[src/hw/core_cfg_pkg.sv]
// Package: index map, field layout, reset values and shared state of the
// core clock / management region / identification register bank.
// Assumes byte-wide index and data accesses from the processor side.
package core_cfg_pkg;

   // Configuration indices
   localparam logic [7:0] IDX_CONFIG_CTL_THREE = 8'hc3;
   localparam logic [7:0] IDX_REGION_BYTE_A    = 8'hcd;
   localparam logic [7:0] IDX_REGION_BYTE_B    = 8'hce;
   localparam logic [7:0] IDX_REGION_BYTE_C    = 8'hcf;
   localparam logic [7:0] IDX_POWER_CTL        = 8'hf0;
   localparam logic [7:0] IDX_PART_IDENT       = 8'hfe;
   localparam logic [7:0] IDX_REV_STEP_IDENT   = 8'hff;
   localparam logic [3:0] IDX_ALWAYS_PAGE      = 4'hc;

   // Power control fields
   localparam int         RATIO_LSB       = 0;
   localparam int         HALF_SPEED_BIT  = 2;
   localparam logic [1:0] RATIO_ONE       = 2'h0;
   localparam logic [1:0] RATIO_TWO       = 2'h1;
   localparam logic [1:0] RATIO_RESERVED  = 2'h2;
   localparam logic [1:0] RATIO_THREE     = 2'h3;
   localparam logic [1:0] RATIO_STRAP_LOW = RATIO_TWO;
   localparam logic [1:0] RATIO_STRAP_HI  = RATIO_THREE;

   // Config control three fields
   localparam int         LOCK_BIT      = 0;
   localparam int         NMI_GUARD_BIT = 1;
   localparam int         MAP_EN_LSB    = 4;
   localparam logic [7:0] CONFIG_CTL_THREE_RESET    = 8'h00;

   // Region size encoding
   localparam logic [3:0] SIZE_OFF      = 4'h0;
   localparam logic [3:0] SIZE_ALIAS    = 4'hf;
   localparam logic [25:0] SIZE_MIN_BYTES = 26'h0001000;

   // Cycles after reset release during which the strap is sampled
   localparam logic [1:0] STRAP_SETTLE_CYC = 2'h3;

   typedef struct packed {
      logic [7:0] index;
      logic [1:0] ratio;
      logic       half_speed_en;
      logic [7:0] config_ctl_three;
      logic [7:0] region_a;
      logic [7:0] region_b;
      logic [7:0] region_c;
      logic [7:0] rdata;
      logic       rvalid;
      logic       strap_meta;
      logic       strap_sync;
      logic [1:0] settle_cnt;
   } cfg_state_t;

   typedef struct packed {
      logic        enable;
      logic [19:0] base;
      logic [25:0] size_bytes;
   } region_t;

endpackage

[src/hw/core_cfg_regs.sv]
// Indexed configuration bank: clock ratio / half speed, management region,
// lock and map enable, identification. Index and data strobes come from
// processor logic on clock_i; only the ratio strap is asynchronous.
`timescale 1ns/1ns
module core_cfg_regs
   import core_cfg_pkg::*;
#(
   parameter logic [7:0] PART_CODE     = 8'h5a,  // Arbitrary value
   parameter logic [3:0] REVISION_CODE = 4'h1,   // Arbitrary value
   parameter logic [3:0] STEPPING_CODE = 4'h2    // Arbitrary value
)(
   input  wire logic        clock_i,
   input  wire logic        reset_n_i,
   input  wire logic        ratio_strap_pin_i,
   input  wire logic        mgmt_mode_i,
   input  wire logic        bus_transfer_i,
   input  wire logic        index_wr_i,
   input  wire logic        data_wr_i,
   input  wire logic        data_rd_i,
   input  wire logic [7:0]  wdata_i,
   output logic [7:0]       rdata_o,
   output logic             rdata_valid_o,
   output logic [1:0]       core_ratio_o,
   output logic             core_ratio_reserved_o,
   output logic             core_half_o,
   output logic             mgmt_lock_bit_o,
   output logic [3:0]       index_map_enable_o,
   output region_t          mgmt_region_o
);

   cfg_state_t  state;
   cfg_state_t  next_state;
   logic        settling;
   logic        protect_ok;
   logic        index_open;
   logic [7:0]  read_value;
   logic [3:0]  map_en;
   logic        region_en;
   logic [25:0] region_size;

   // ------------------------------------------------------------
   // Access decode
   // ------------------------------------------------------------
   assign map_en     = state.config_ctl_three[MAP_EN_LSB +: 4];
   assign settling   = (state.settle_cnt != STRAP_SETTLE_CYC);
   // Locked bits stay open to the management handler
   assign protect_ok = !state.config_ctl_three[LOCK_BIT] || mgmt_mode_i;
   assign index_open = (map_en != 4'h0) || (state.index[7:4] == IDX_ALWAYS_PAGE)
                       || (state.index == IDX_PART_IDENT) || (state.index == IDX_REV_STEP_IDENT);

   always_comb begin
      read_value = 8'h00;
      if (index_open) begin
         case (state.index)
            IDX_CONFIG_CTL_THREE: read_value = state.config_ctl_three;
            IDX_REGION_BYTE_A:    read_value = state.region_a;
            IDX_REGION_BYTE_B:    read_value = state.region_b;
            IDX_REGION_BYTE_C:    read_value = state.region_c;
            IDX_POWER_CTL:        read_value = {5'h00, state.half_speed_en, state.ratio};
            IDX_PART_IDENT:       read_value = PART_CODE;
            IDX_REV_STEP_IDENT:   read_value = {STEPPING_CODE, REVISION_CODE};
            default:              read_value = 8'h00;
         endcase
      end
   end

   // ------------------------------------------------------------
   // Next state
   // ------------------------------------------------------------
   always_comb begin
      next_state            = state;
      next_state.strap_meta = ratio_strap_pin_i;
      next_state.strap_sync = state.strap_meta;
      next_state.rvalid     = data_rd_i;
      if (data_rd_i) begin
         next_state.rdata = read_value;
      end
      if (index_wr_i) begin
         next_state.index = wdata_i;
      end
      if (data_wr_i && index_open) begin
         case (state.index)
            IDX_CONFIG_CTL_THREE: begin
               next_state.config_ctl_three[7:2] = wdata_i[7:2];
               if (protect_ok) begin
                  next_state.config_ctl_three[NMI_GUARD_BIT] = wdata_i[NMI_GUARD_BIT];
               end
               // Lock is set-only, even for the handler
               next_state.config_ctl_three[LOCK_BIT] =
                  state.config_ctl_three[LOCK_BIT] | wdata_i[LOCK_BIT];
            end
            IDX_REGION_BYTE_A: if (protect_ok) next_state.region_a = wdata_i;
            IDX_REGION_BYTE_B: if (protect_ok) next_state.region_b = wdata_i;
            IDX_REGION_BYTE_C: if (protect_ok) next_state.region_c = wdata_i;
            IDX_POWER_CTL: begin
               next_state.ratio         = wdata_i[RATIO_LSB +: 2];
               next_state.half_speed_en = wdata_i[HALF_SPEED_BIT];
            end
            default: ;
         endcase
      end
      // Strap sampled for a few cycles after release; a steady pin is assumed
      if (settling) begin
         next_state.settle_cnt = state.settle_cnt + 2'h1;
         next_state.ratio      = state.strap_sync ? RATIO_STRAP_HI : RATIO_STRAP_LOW;
      end
   end

   always_ff @(posedge clock_i or negedge reset_n_i) begin
      if (!reset_n_i) begin
         state                  <= '0;
         state.ratio            <= RATIO_STRAP_LOW;
         state.half_speed_en    <= 1'b0;
         state.config_ctl_three <= CONFIG_CTL_THREE_RESET;
      end else begin
         state <= next_state;
      end
   end

   // ------------------------------------------------------------
   // Outputs
   // ------------------------------------------------------------
   assign rdata_o               = state.rdata;
   assign rdata_valid_o         = state.rvalid;
   assign core_ratio_o          = state.ratio;
   assign core_ratio_reserved_o = (state.ratio == RATIO_RESERVED);
   // Bus transfers run at full ratio; software lowering ratio is its call
   assign core_half_o           = state.half_speed_en && !bus_transfer_i;
   assign mgmt_lock_bit_o       = state.config_ctl_three[LOCK_BIT];
   assign index_map_enable_o    = map_en;
   // One driver for the whole struct; base is address bits 31:12
   assign mgmt_region_o         = {region_en, state.region_a, state.region_b, state.region_c[7:4], region_size};

   region_size_decode u_size (
      .size_code_i  (state.region_c[3:0]),
      .enable_o     (region_en),
      .size_bytes_o (region_size)
   );
endmodule

[src/hw/region_size_decode.sv]
// Decodes the four-bit management region size code into a byte count.
// Purely combinational; fed from the low nibble of region byte C.
`timescale 1ns/1ns
module region_size_decode
   import core_cfg_pkg::*;
(
   input  wire logic [3:0]  size_code_i,
   output logic             enable_o,
   output logic [25:0]      size_bytes_o
);

   always_comb begin
      enable_o     = (size_code_i != SIZE_OFF);
      size_bytes_o = '0;
      if (size_code_i == SIZE_ALIAS) begin
         size_bytes_o = SIZE_MIN_BYTES;
      end else if (size_code_i != SIZE_OFF) begin
         size_bytes_o = SIZE_MIN_BYTES << (size_code_i - 4'h1);
      end
   end

endmodule

[config.mk]
export PLATFORM = sky130hd
export DESIGN_NAME = core_cfg_regs
export DESIGN_NICKNAME = d
export VERILOG_FILES = /design/src/hw/core_cfg_pkg.sv /design/src/hw/core_cfg_regs.sv /design/src/hw/region_size_decode.sv
export SDC_FILE = /design/constraint.sdc
export NUM_CORES = 1
export LEC_CHECK = 0
export BUFFER_PORTS_ARGS = -buffer_cell sky130_fd_sc_hd__buf_2
export CORE_MARGIN = 3
export CORE_UTILIZATION = 53
export CTS_BUF_LIST = sky130_fd_sc_hd__clkbuf_16
export DETAILED_ROUTE_END_ITERATION = 16
export HOLD_SLACK_MARGIN = 0.08
export PLACE_DENSITY_LB_ADDON = 0.12
export SYNTH_ARGS = -nofsm -noshare
export SYNTH_HDL_FRONTEND = slang
export SYNTH_SLANG_ARGS = --single-unit
[constraint.sdc]
create_clock -name clock_i -period 1.97 [get_ports clock_i]
set_clock_uncertainty 0.15 [all_clocks]
set_input_delay 0.0985 -clock clock_i [delete_from_list [all_inputs] [get_ports clock_i]]
set_output_delay 0.0985 -clock clock_i [all_outputs]
set_load 0.1 [all_outputs]
## Word-level counts from Yosys, hierarchy flattened

Index checks and enable logic that the tools add are counted.

- Memories: 0
- Logic and storage cells: 63
- ROM bits: 0
- Bits in latches: 0
- Input bits: 16
- Flip-flop bits (word level): 56
- RAM bits: 0
- Output and inout port bits: 65

- Divide/modulo/power cells: 0
- $add $sub $neg: 2
- Equality and inequality tests: 11
- Multiplexer cells: 16
- Bitwise gates (word level): 1
- Magnitude comparators: 0
- $mul: 0
- Shift-type cells: 1
- Reduce and logical (&&, ||, !) cells: 19

Operators by type and width:

| operator | number |
|---|---|
| 2-to-1 mux 8 bit | 8 |
| equality test 8 bit, second input constant | 7 |
| case mux 8 bit (7 select lines) | 1 |
| 2-to-1 mux 26 bit | 2 |
| 2-to-1 mux 35 bit | 1 |
| left shift 13 x 4 -> 26 bit, first input constant | 1 |
| AND reduction 3 bit | 4 |
| equality test 4 bit, second input constant | 2 |
| nonzero test 4 bit | 2 |
| AND reduction 2 bit | 3 |
| logical OR 1 bit | 4 |
| 2-to-1 mux 2 bit | 2 |
| nonzero test 2 bit | 2 |
| subtractor 4 x 1 -> 4 bit, second input constant | 1 |
| 2-to-1 mux 3 bit | 1 |
| adder 2 x 1 -> 2 bit, second input constant | 1 |
| equality test 2 bit, second input constant | 1 |
| logical AND 1 bit | 2 |
| logical NOT 1 bit | 2 |
| != test 2 bit, second input constant | 1 |
| 2-to-1 mux 1 bit | 1 |
| bitwise OR 1 bit | 1 |

## Depth between registers and ports, before layout

Gate-level depths: netlist (run 1).

- Depth in word-level cells: 7
- Gate-level depth with buffers: 7
- Gate-level depth less buffers: 5

## Cells and area by module

A second synthesis (run 1) with hierarchy kept.

- Cell total of the unflattened synthesis: 281
- Area total of the unflattened synthesis: 3104.2 um2

By module, submodules not included:

| module | cells an instance | times used | area an instance (um2) | seq. area each (um2) |
|---|---|---|---|---|
| core_cfg_regs | 246 | 1 | 2902.8 | 1402.6 |
| region_size_decode | 35 | 1 | 201.4 | 0.0 |

## Worst setup path before layout (run 1)

Ideal clock, no wire load.

- Path type: reg2out
- Start point: register state[14] in the netlist's numbering
- End point: output port mgmt_region_o[12] in the netlist's numbering
- Setup slack: -1.369 ns
- Path buffers: 1
- Stages on the path, launching flop included: 4
- Data required time: 1.722 ns
- Data arrival time: 3.091 ns
- Cell sequence: dfrtp_1 clkbuf_1 or3_1 a21boi_0

RTL lines:

| what | line | source |
|---|---|---|
| start: declaration | core_cfg_regs.sv:31 | `cfg_state_t state;` |
| start signal: assignment | core_cfg_regs.sv:116 | `state <= next_state;` |
| end: declaration | core_cfg_regs.sv:28 | `output region_t mgmt_region_o` |

==> results.cfg, run 1 <==
[setup_path]
worstPathCellList = or4_1 -> buf_2
critPathLaunchType = register
critPathRequiredTime_ns = 1.72
cp_num_buf_inv = 1
r2r_cells = 4
worstSetupPathType = register to primary output
path_depth = 2
cp_slowest_cell = or4_1
crit_path_end_kind = primary output
critical-path-max-stage-delay_ns = 0.55
arrival_ns = 1.65
crit_family = simple AND/OR/NAND/NOR gates
path_max_fanout = 11

[route]
drt-met1-wl_mm = 3.03
routed_wl_mm = 6.75
via_per_inst = 5.37
dr.first_iter.drc_count = 93
antenna_left = 0
wl_met2_mm = 3.18
drc = 0
vias = 2241
route.met3.wl_um = 443
dr.pass1.iters = 4
wl_per_cell_um = 16.2
topRoutingLayerUsed = met4

[yosys]
syn_inst = 294
synth_cell_types = 53
ys.flop_type = dfrtp_1
synth_edf_count = 0
synth.avg_cell_area_um2 = 10.7
synth_sequential_area_ratio_pct = 44.7
yosysWarnings = 0
synth-async-reset-ratio_pct = 100
synth-seq-cells = 56
syn_area_um2 = 3140

[final_layout]
layout-drive-gt1-share_pct = 44.1
nFillCells = 440
final_area_um2 = 3650
syn_to_final_growth_pct = 16.3
fin_cells = 417
layout_commonest_cell = buf_2
nNetsFinal = 361
final_cell_mix = buf_2 (67), dfrtp_1 (53), mux2_2 (38)
antenna_cells = 0

[sta]
fin_crit_ns = 1.90
finalSetupViolCount = 0
finalHoldViolCount = 0
worstMarginPinSlew_ns = 0.559
grt_setup_unrepaired = false
finalMaxSlewViolations = 0
tns_ns = 0
max_slew_margin_pct = 62.7
post-route-period-util_pct = 96.5
fmax_mhz = 526

[hold_path]
hold_class = input pin to register
min_path_cells = 3

[power_and_ir_drop]
pwr-share-seq_pct = 40.7
ir_worst_vdd_mv = 0.525
pwr-share-comb_pct = 29.1
pwr_density_cell_nw_per_um2 = 885
switching_share_pct = 37.2
power.leakage_nw = 1.83
p_switching_mw = 1.20
p_int_mw = 2.03
pwr-share-clk_pct = 30.2

[cts]
clock_path_buffers = 2
clkTransAtPathRegs_ns = 0.07
cts_made_buffers = 5
clock_sinks = 56
cts-root-buf = clkbuf_16
clock_latency_ns = 0.29
cts_tree = yes
h-tree-depth = 2
postCtsSetupRepairBufs = 0

[floorplan]
start_util_pct = 56.0
io_pins = 81
num_rows = 27
die_y_um = 83.0
core_area_um2 = 5610
die-area_um2 = 6880
dieWidth_um = 83.0

[placement]
placed_cell_area_um2 = 3350
place_hpwl_mm = 5.05
port_buffers = 68
gp_congestion = 0.973
dp_cells = 397

[flow_run]
drv_cap = 0

[grt]
grt_pass1_wl_mm = 11.0
grt_max_degree = 34
grt_remaining_overflow = 0
grt_pass1_vias = 2187
grt_usage_pct = 19.5
antenna_found_initial = 0

[status]
outcome = finished clean
==> worst register-to-register path, stage by stage, from the launching register on <==
cell      delay (ns)
dfrtp_1         0.42
and4bb_4        0.40
and2_4          0.22
nand4_4         0.23
mux2_2          0.34
==> registers in the layout (all words and copies together), names as in the netlist <==
register	cells
core_ratio_o	2
index_map_enable_o	4
mgmt_lock_bit_o	1
mgmt_region_o	20
next_state	1
rdata_o	8
rdata_valid_o	1
state	19
==> power by group through the flow <==
stage          registers, mW  logic [mW]  clock network, mW
2_1_floorplan           1.31       0.837                  0
6_report                1.31       0.942              0.976
3_3_place_gp            1.33       0.916                  0
5_1_grt                 1.33       0.981               1.04
3_5_place_dp            1.33       0.920                  0
4_1_cts                 1.31       0.941              0.993
==> path summary, 6_finish.rpt <==
path	from	endpoint	slack (ns)
max reg2reg	state[53]	mgmt_region_o[40]	0.10
min reg2reg	next_state[2]	state[2]	0.20
min	data_wr_i	mgmt_region_o[45]	0.15
max in group asynchronous	reset_n_i	state[49]	0.92
max	state[14]	mgmt_region_o[46]	0.07
min in group asynchronous	reset_n_i	mgmt_lock_bit_o	0.18
==> area by class of cell <==
class | count | area, µm² | area share [%]
timing repair buffer | 97 | 616 | 16.9
tap | 72 | 90.1 | 2.47
sequential | 56 | 1410 | 38.5
inverter | 10 | 37.5 | 1.03
multi-input combinational | 174 | 1340 | 36.7
clock buffer | 5 | 125 | 3.43
clock inverter | 3 | 38.8 | 1.06
==> cells in the mapped netlist (4+ instances only) <==
cell	n	share of area (%)
nand2b_1	5	1.0
inv_1	10	1.2
a21o_1	4	0.96
buf_2	4	0.64
buf_4	50	12
dfrtp_1	55	44
nor3_1	5	0.80
o21ai_0	5	0.80
mux2_2	38	14
o22ai_1	8	1.6
clkbuf_1	8	0.96
nand3_1	10	1.6
a22oi_1	4	0.96
a21oi_1	8	1.3
nor2_1	14	1.7
nand2_1	14	1.7
==> logic make-up after synthesis <==
| logic type | Yosys count | synth area share (%) |
|---|---|---|
| other cells | 1 | 0.119 |
| compound gates | 43 | 9.21 |
| mux | 43 | 15.5 |
| buf+inv | 75 | 15.6 |
| xor+xnor | 1 | 0.279 |
| fa+ha+maj | 1 | 0.399 |
| simple gates | 74 | 14.2 |
| flops | 56 | 44.7 |
==> layer usage <==
| layer | track usage, % | vias to the layer above |
|---|---|---|
| met1 | 26.0 | 1074 |
| met5 | 0 | - |
| li1 | - | 1073 |
| met2 | 31.9 | 83 |
| met4 | 4.16 | 0 |
| met3 | 5.26 | 11 |
==> through the flow <==
stage	power, mW	utilization (%)	setup WS, ns	hold slack [ns]
after global routing	3.35	65.1	0.00288	0.159
after CTS	3.24	64.7	0.0714	0.149
final	3.23	65.1	0.0685	0.154
after floorplan	2.15	-	-0.336	-0.347
after detailed placement	2.25	59.7	0.102	-0.0257
after global placement	2.24	59.7	0.116	-0.0270
==> what timing repair did <==
action                                  CTS  global route
resized for setup                         0             6
endpoints found under the setup margin    0            14
hold buffers                             12             0
hold endpoints to repair                 75             0
(Power assumes the default switching activity.)
==> run 2, diff against run 1 <==
--- a/config.mk
+++ b/config.mk
@@ -6,7 +6,6 @@
 export NUM_CORES = 1
 export LEC_CHECK = 0
 export BUFFER_PORTS_ARGS = -buffer_cell sky130_fd_sc_hd__buf_2
-export CORE_MARGIN = 3
 export CORE_UTILIZATION = 53
 export CTS_BUF_LIST = sky130_fd_sc_hd__clkbuf_16
 export DETAILED_ROUTE_END_ITERATION = 16
==> run 2 against run 1 <==
Final cell count unchanged. Power decreased by 4.1%. Design area decreased by 0.92%. Sequential share of layout area grew 0.46 points.
==> results.cfg, run 2 (synthesis results as in run 1) <==
[status]
outcome = finished clean

[grt]
grt_usage_pct = 23.0
grt_remaining_overflow = 0
met2_usage_pct = 36.3
grt_pass1_wl_mm = 10.7
grt_pass1_vias = 2054
busiest_layer = met2
grt_max_degree = 25
grt_use_met1_pct = 31.6
antenna_found_initial = 0
grt_util_met3_pct = 4.71

[floorplan]
core_area_um2 = 5610
dieWidth_um = 79.0
start_util_pct = 56.0
num_rows = 27
die-area_um2 = 6230
io_pins = 81
die_y_um = 79.0

[setup_path]
path_max_fanout = 11
crit_path_end_kind = primary output
worstSetupPathType = register to primary output
arrival_ns = 1.65
critPathLaunchType = register
critPathRequiredTime_ns = 1.72
r2r_cells = 4

[power_and_ir_drop]
switching_share_pct = 38.9
finalPower_mw = 3.10
pwr-share-seq_pct = 42.6
power.leakage_nw = 1.80
p_int_mw = 1.90
pwr-share-clk_pct = 27.4
ir_worst_vdd_mv = 0.494
p_switching_mw = 1.21
pwr_density_cell_nw_per_um2 = 857
pwr-share-comb_pct = 30.0

[route]
routed_wl_mm = 6.81
via_per_inst = 5.52
dr.pass1.iters = 4
dr.first_iter.drc_count = 146
drc = 0
wl_per_cell_um = 16.3
vias = 2301
antenna_left = 0

[final_layout]
layout_commonest_cell = buf_2
nNetsFinal = 361
largest_reg_flops = 20
syn_to_final_growth_pct = 15.3
final_area_um2 = 3620
fin_cells = 417
layout-drive-gt1-share_pct = 44.3
final_cell_mix = buf_2 (66), dfrtp_1 (50), mux2_2 (38)
antenna_cells = 0

[sta]
fmax_mhz = 525
finalMaxSlewViolations = 0
finalHoldViolCount = 0
tns_ns = 0
post-route-period-util_pct = 96.6
fin_crit_ns = 1.90
finalSetupViolCount = 0

[cts]
cts-root-buf = clkbuf_16
clock_path_buffers = 2
clock_latency_ns = 0.29
cts_made_buffers = 5
clock_sinks = 56
h-tree-depth = 2
postCtsSetupRepairBufs = 0
clkTransAtPathRegs_ns = 0.07
cts_tree = yes

[placement]
place_hpwl_mm = 4.93
dp_cells = 396
placed_cell_area_um2 = 3330
gp_congestion = 0.970
port_buffers = 68

[hold_path]
hold_class = input pin to register
min_path_cells = 2

[flow_run]
drv_cap = 0
-- run 2: through the flow --
step           utilization, %  hold WS [ns]  worst slack (ns)
3_3_place_gp             59.3        -0.151            0.0953
6_report                 64.5        0.0767            0.0668
2_1_floorplan               -        -0.347            -0.336
4_1_cts                  64.2        0.0857            0.0326
3_5_place_dp             59.3        -0.146            0.0607
5_1_grt                  64.5        0.0923           -0.0166
-- run 2: timing repair --
action	4_1_cts	5_1_grt
hold buffers	13	0
hold endpoints to repair	109	0
setup endpoints to repair	0	15
gates resized for setup	0	7
-- run 2: cell type report --
cell class                      instances  area (µm²)
Tap cell                               72        90.1
Inverter                               10        37.5
Fill cell                             477        1990
Sequential cell                        56        1410
Clock inverter                          3        16.3
Clock buffer                            5         125
Multi-Input combinational cell        174        1330
Timing Repair Buffer                   97         608
-- run 2: power by group through the flow --
stage / combinational (mW) / sequential (mW) / clock (mW)
global placement: 0.902 / 1.33 / 0
finish: 0.930 / 1.32 / 0.849
detailed placement: 0.908 / 1.34 / 0
global route: 0.968 / 1.33 / 0.913
CTS: 0.929 / 1.32 / 0.870
floorplan: 0.837 / 1.31 / 0
-- run 2: layer usage --
metal  up-vias  part of all wire, %
met3        14                  6.2
li1       1076                    -
met5         -                    0
met1      1120                   45
met4         0                  2.1
met2        91                   47
-- run 2: worst paths after layout --
check | startpoint | end | slack [ns]
worst min register to register | next_state[2] | state[2] | 0.20
worst max-delay path | state[14] | mgmt_region_o[46] | 0.07
min in group asynchronous | reset_n_i | mgmt_region_o[40] | 0.60
max in group asynchronous | reset_n_i | state[1] | 0.23
worst max register to register | state[53] | mgmt_region_o[39] | 0.07
worst min-delay path | index_wr_i | state[52] | 0.08
-- run 2: critical path, cell delays in order (launching register included) --
cell and delay (ns):
dfrtp_1 0.51, or4_1 0.55, buf_2 0.30
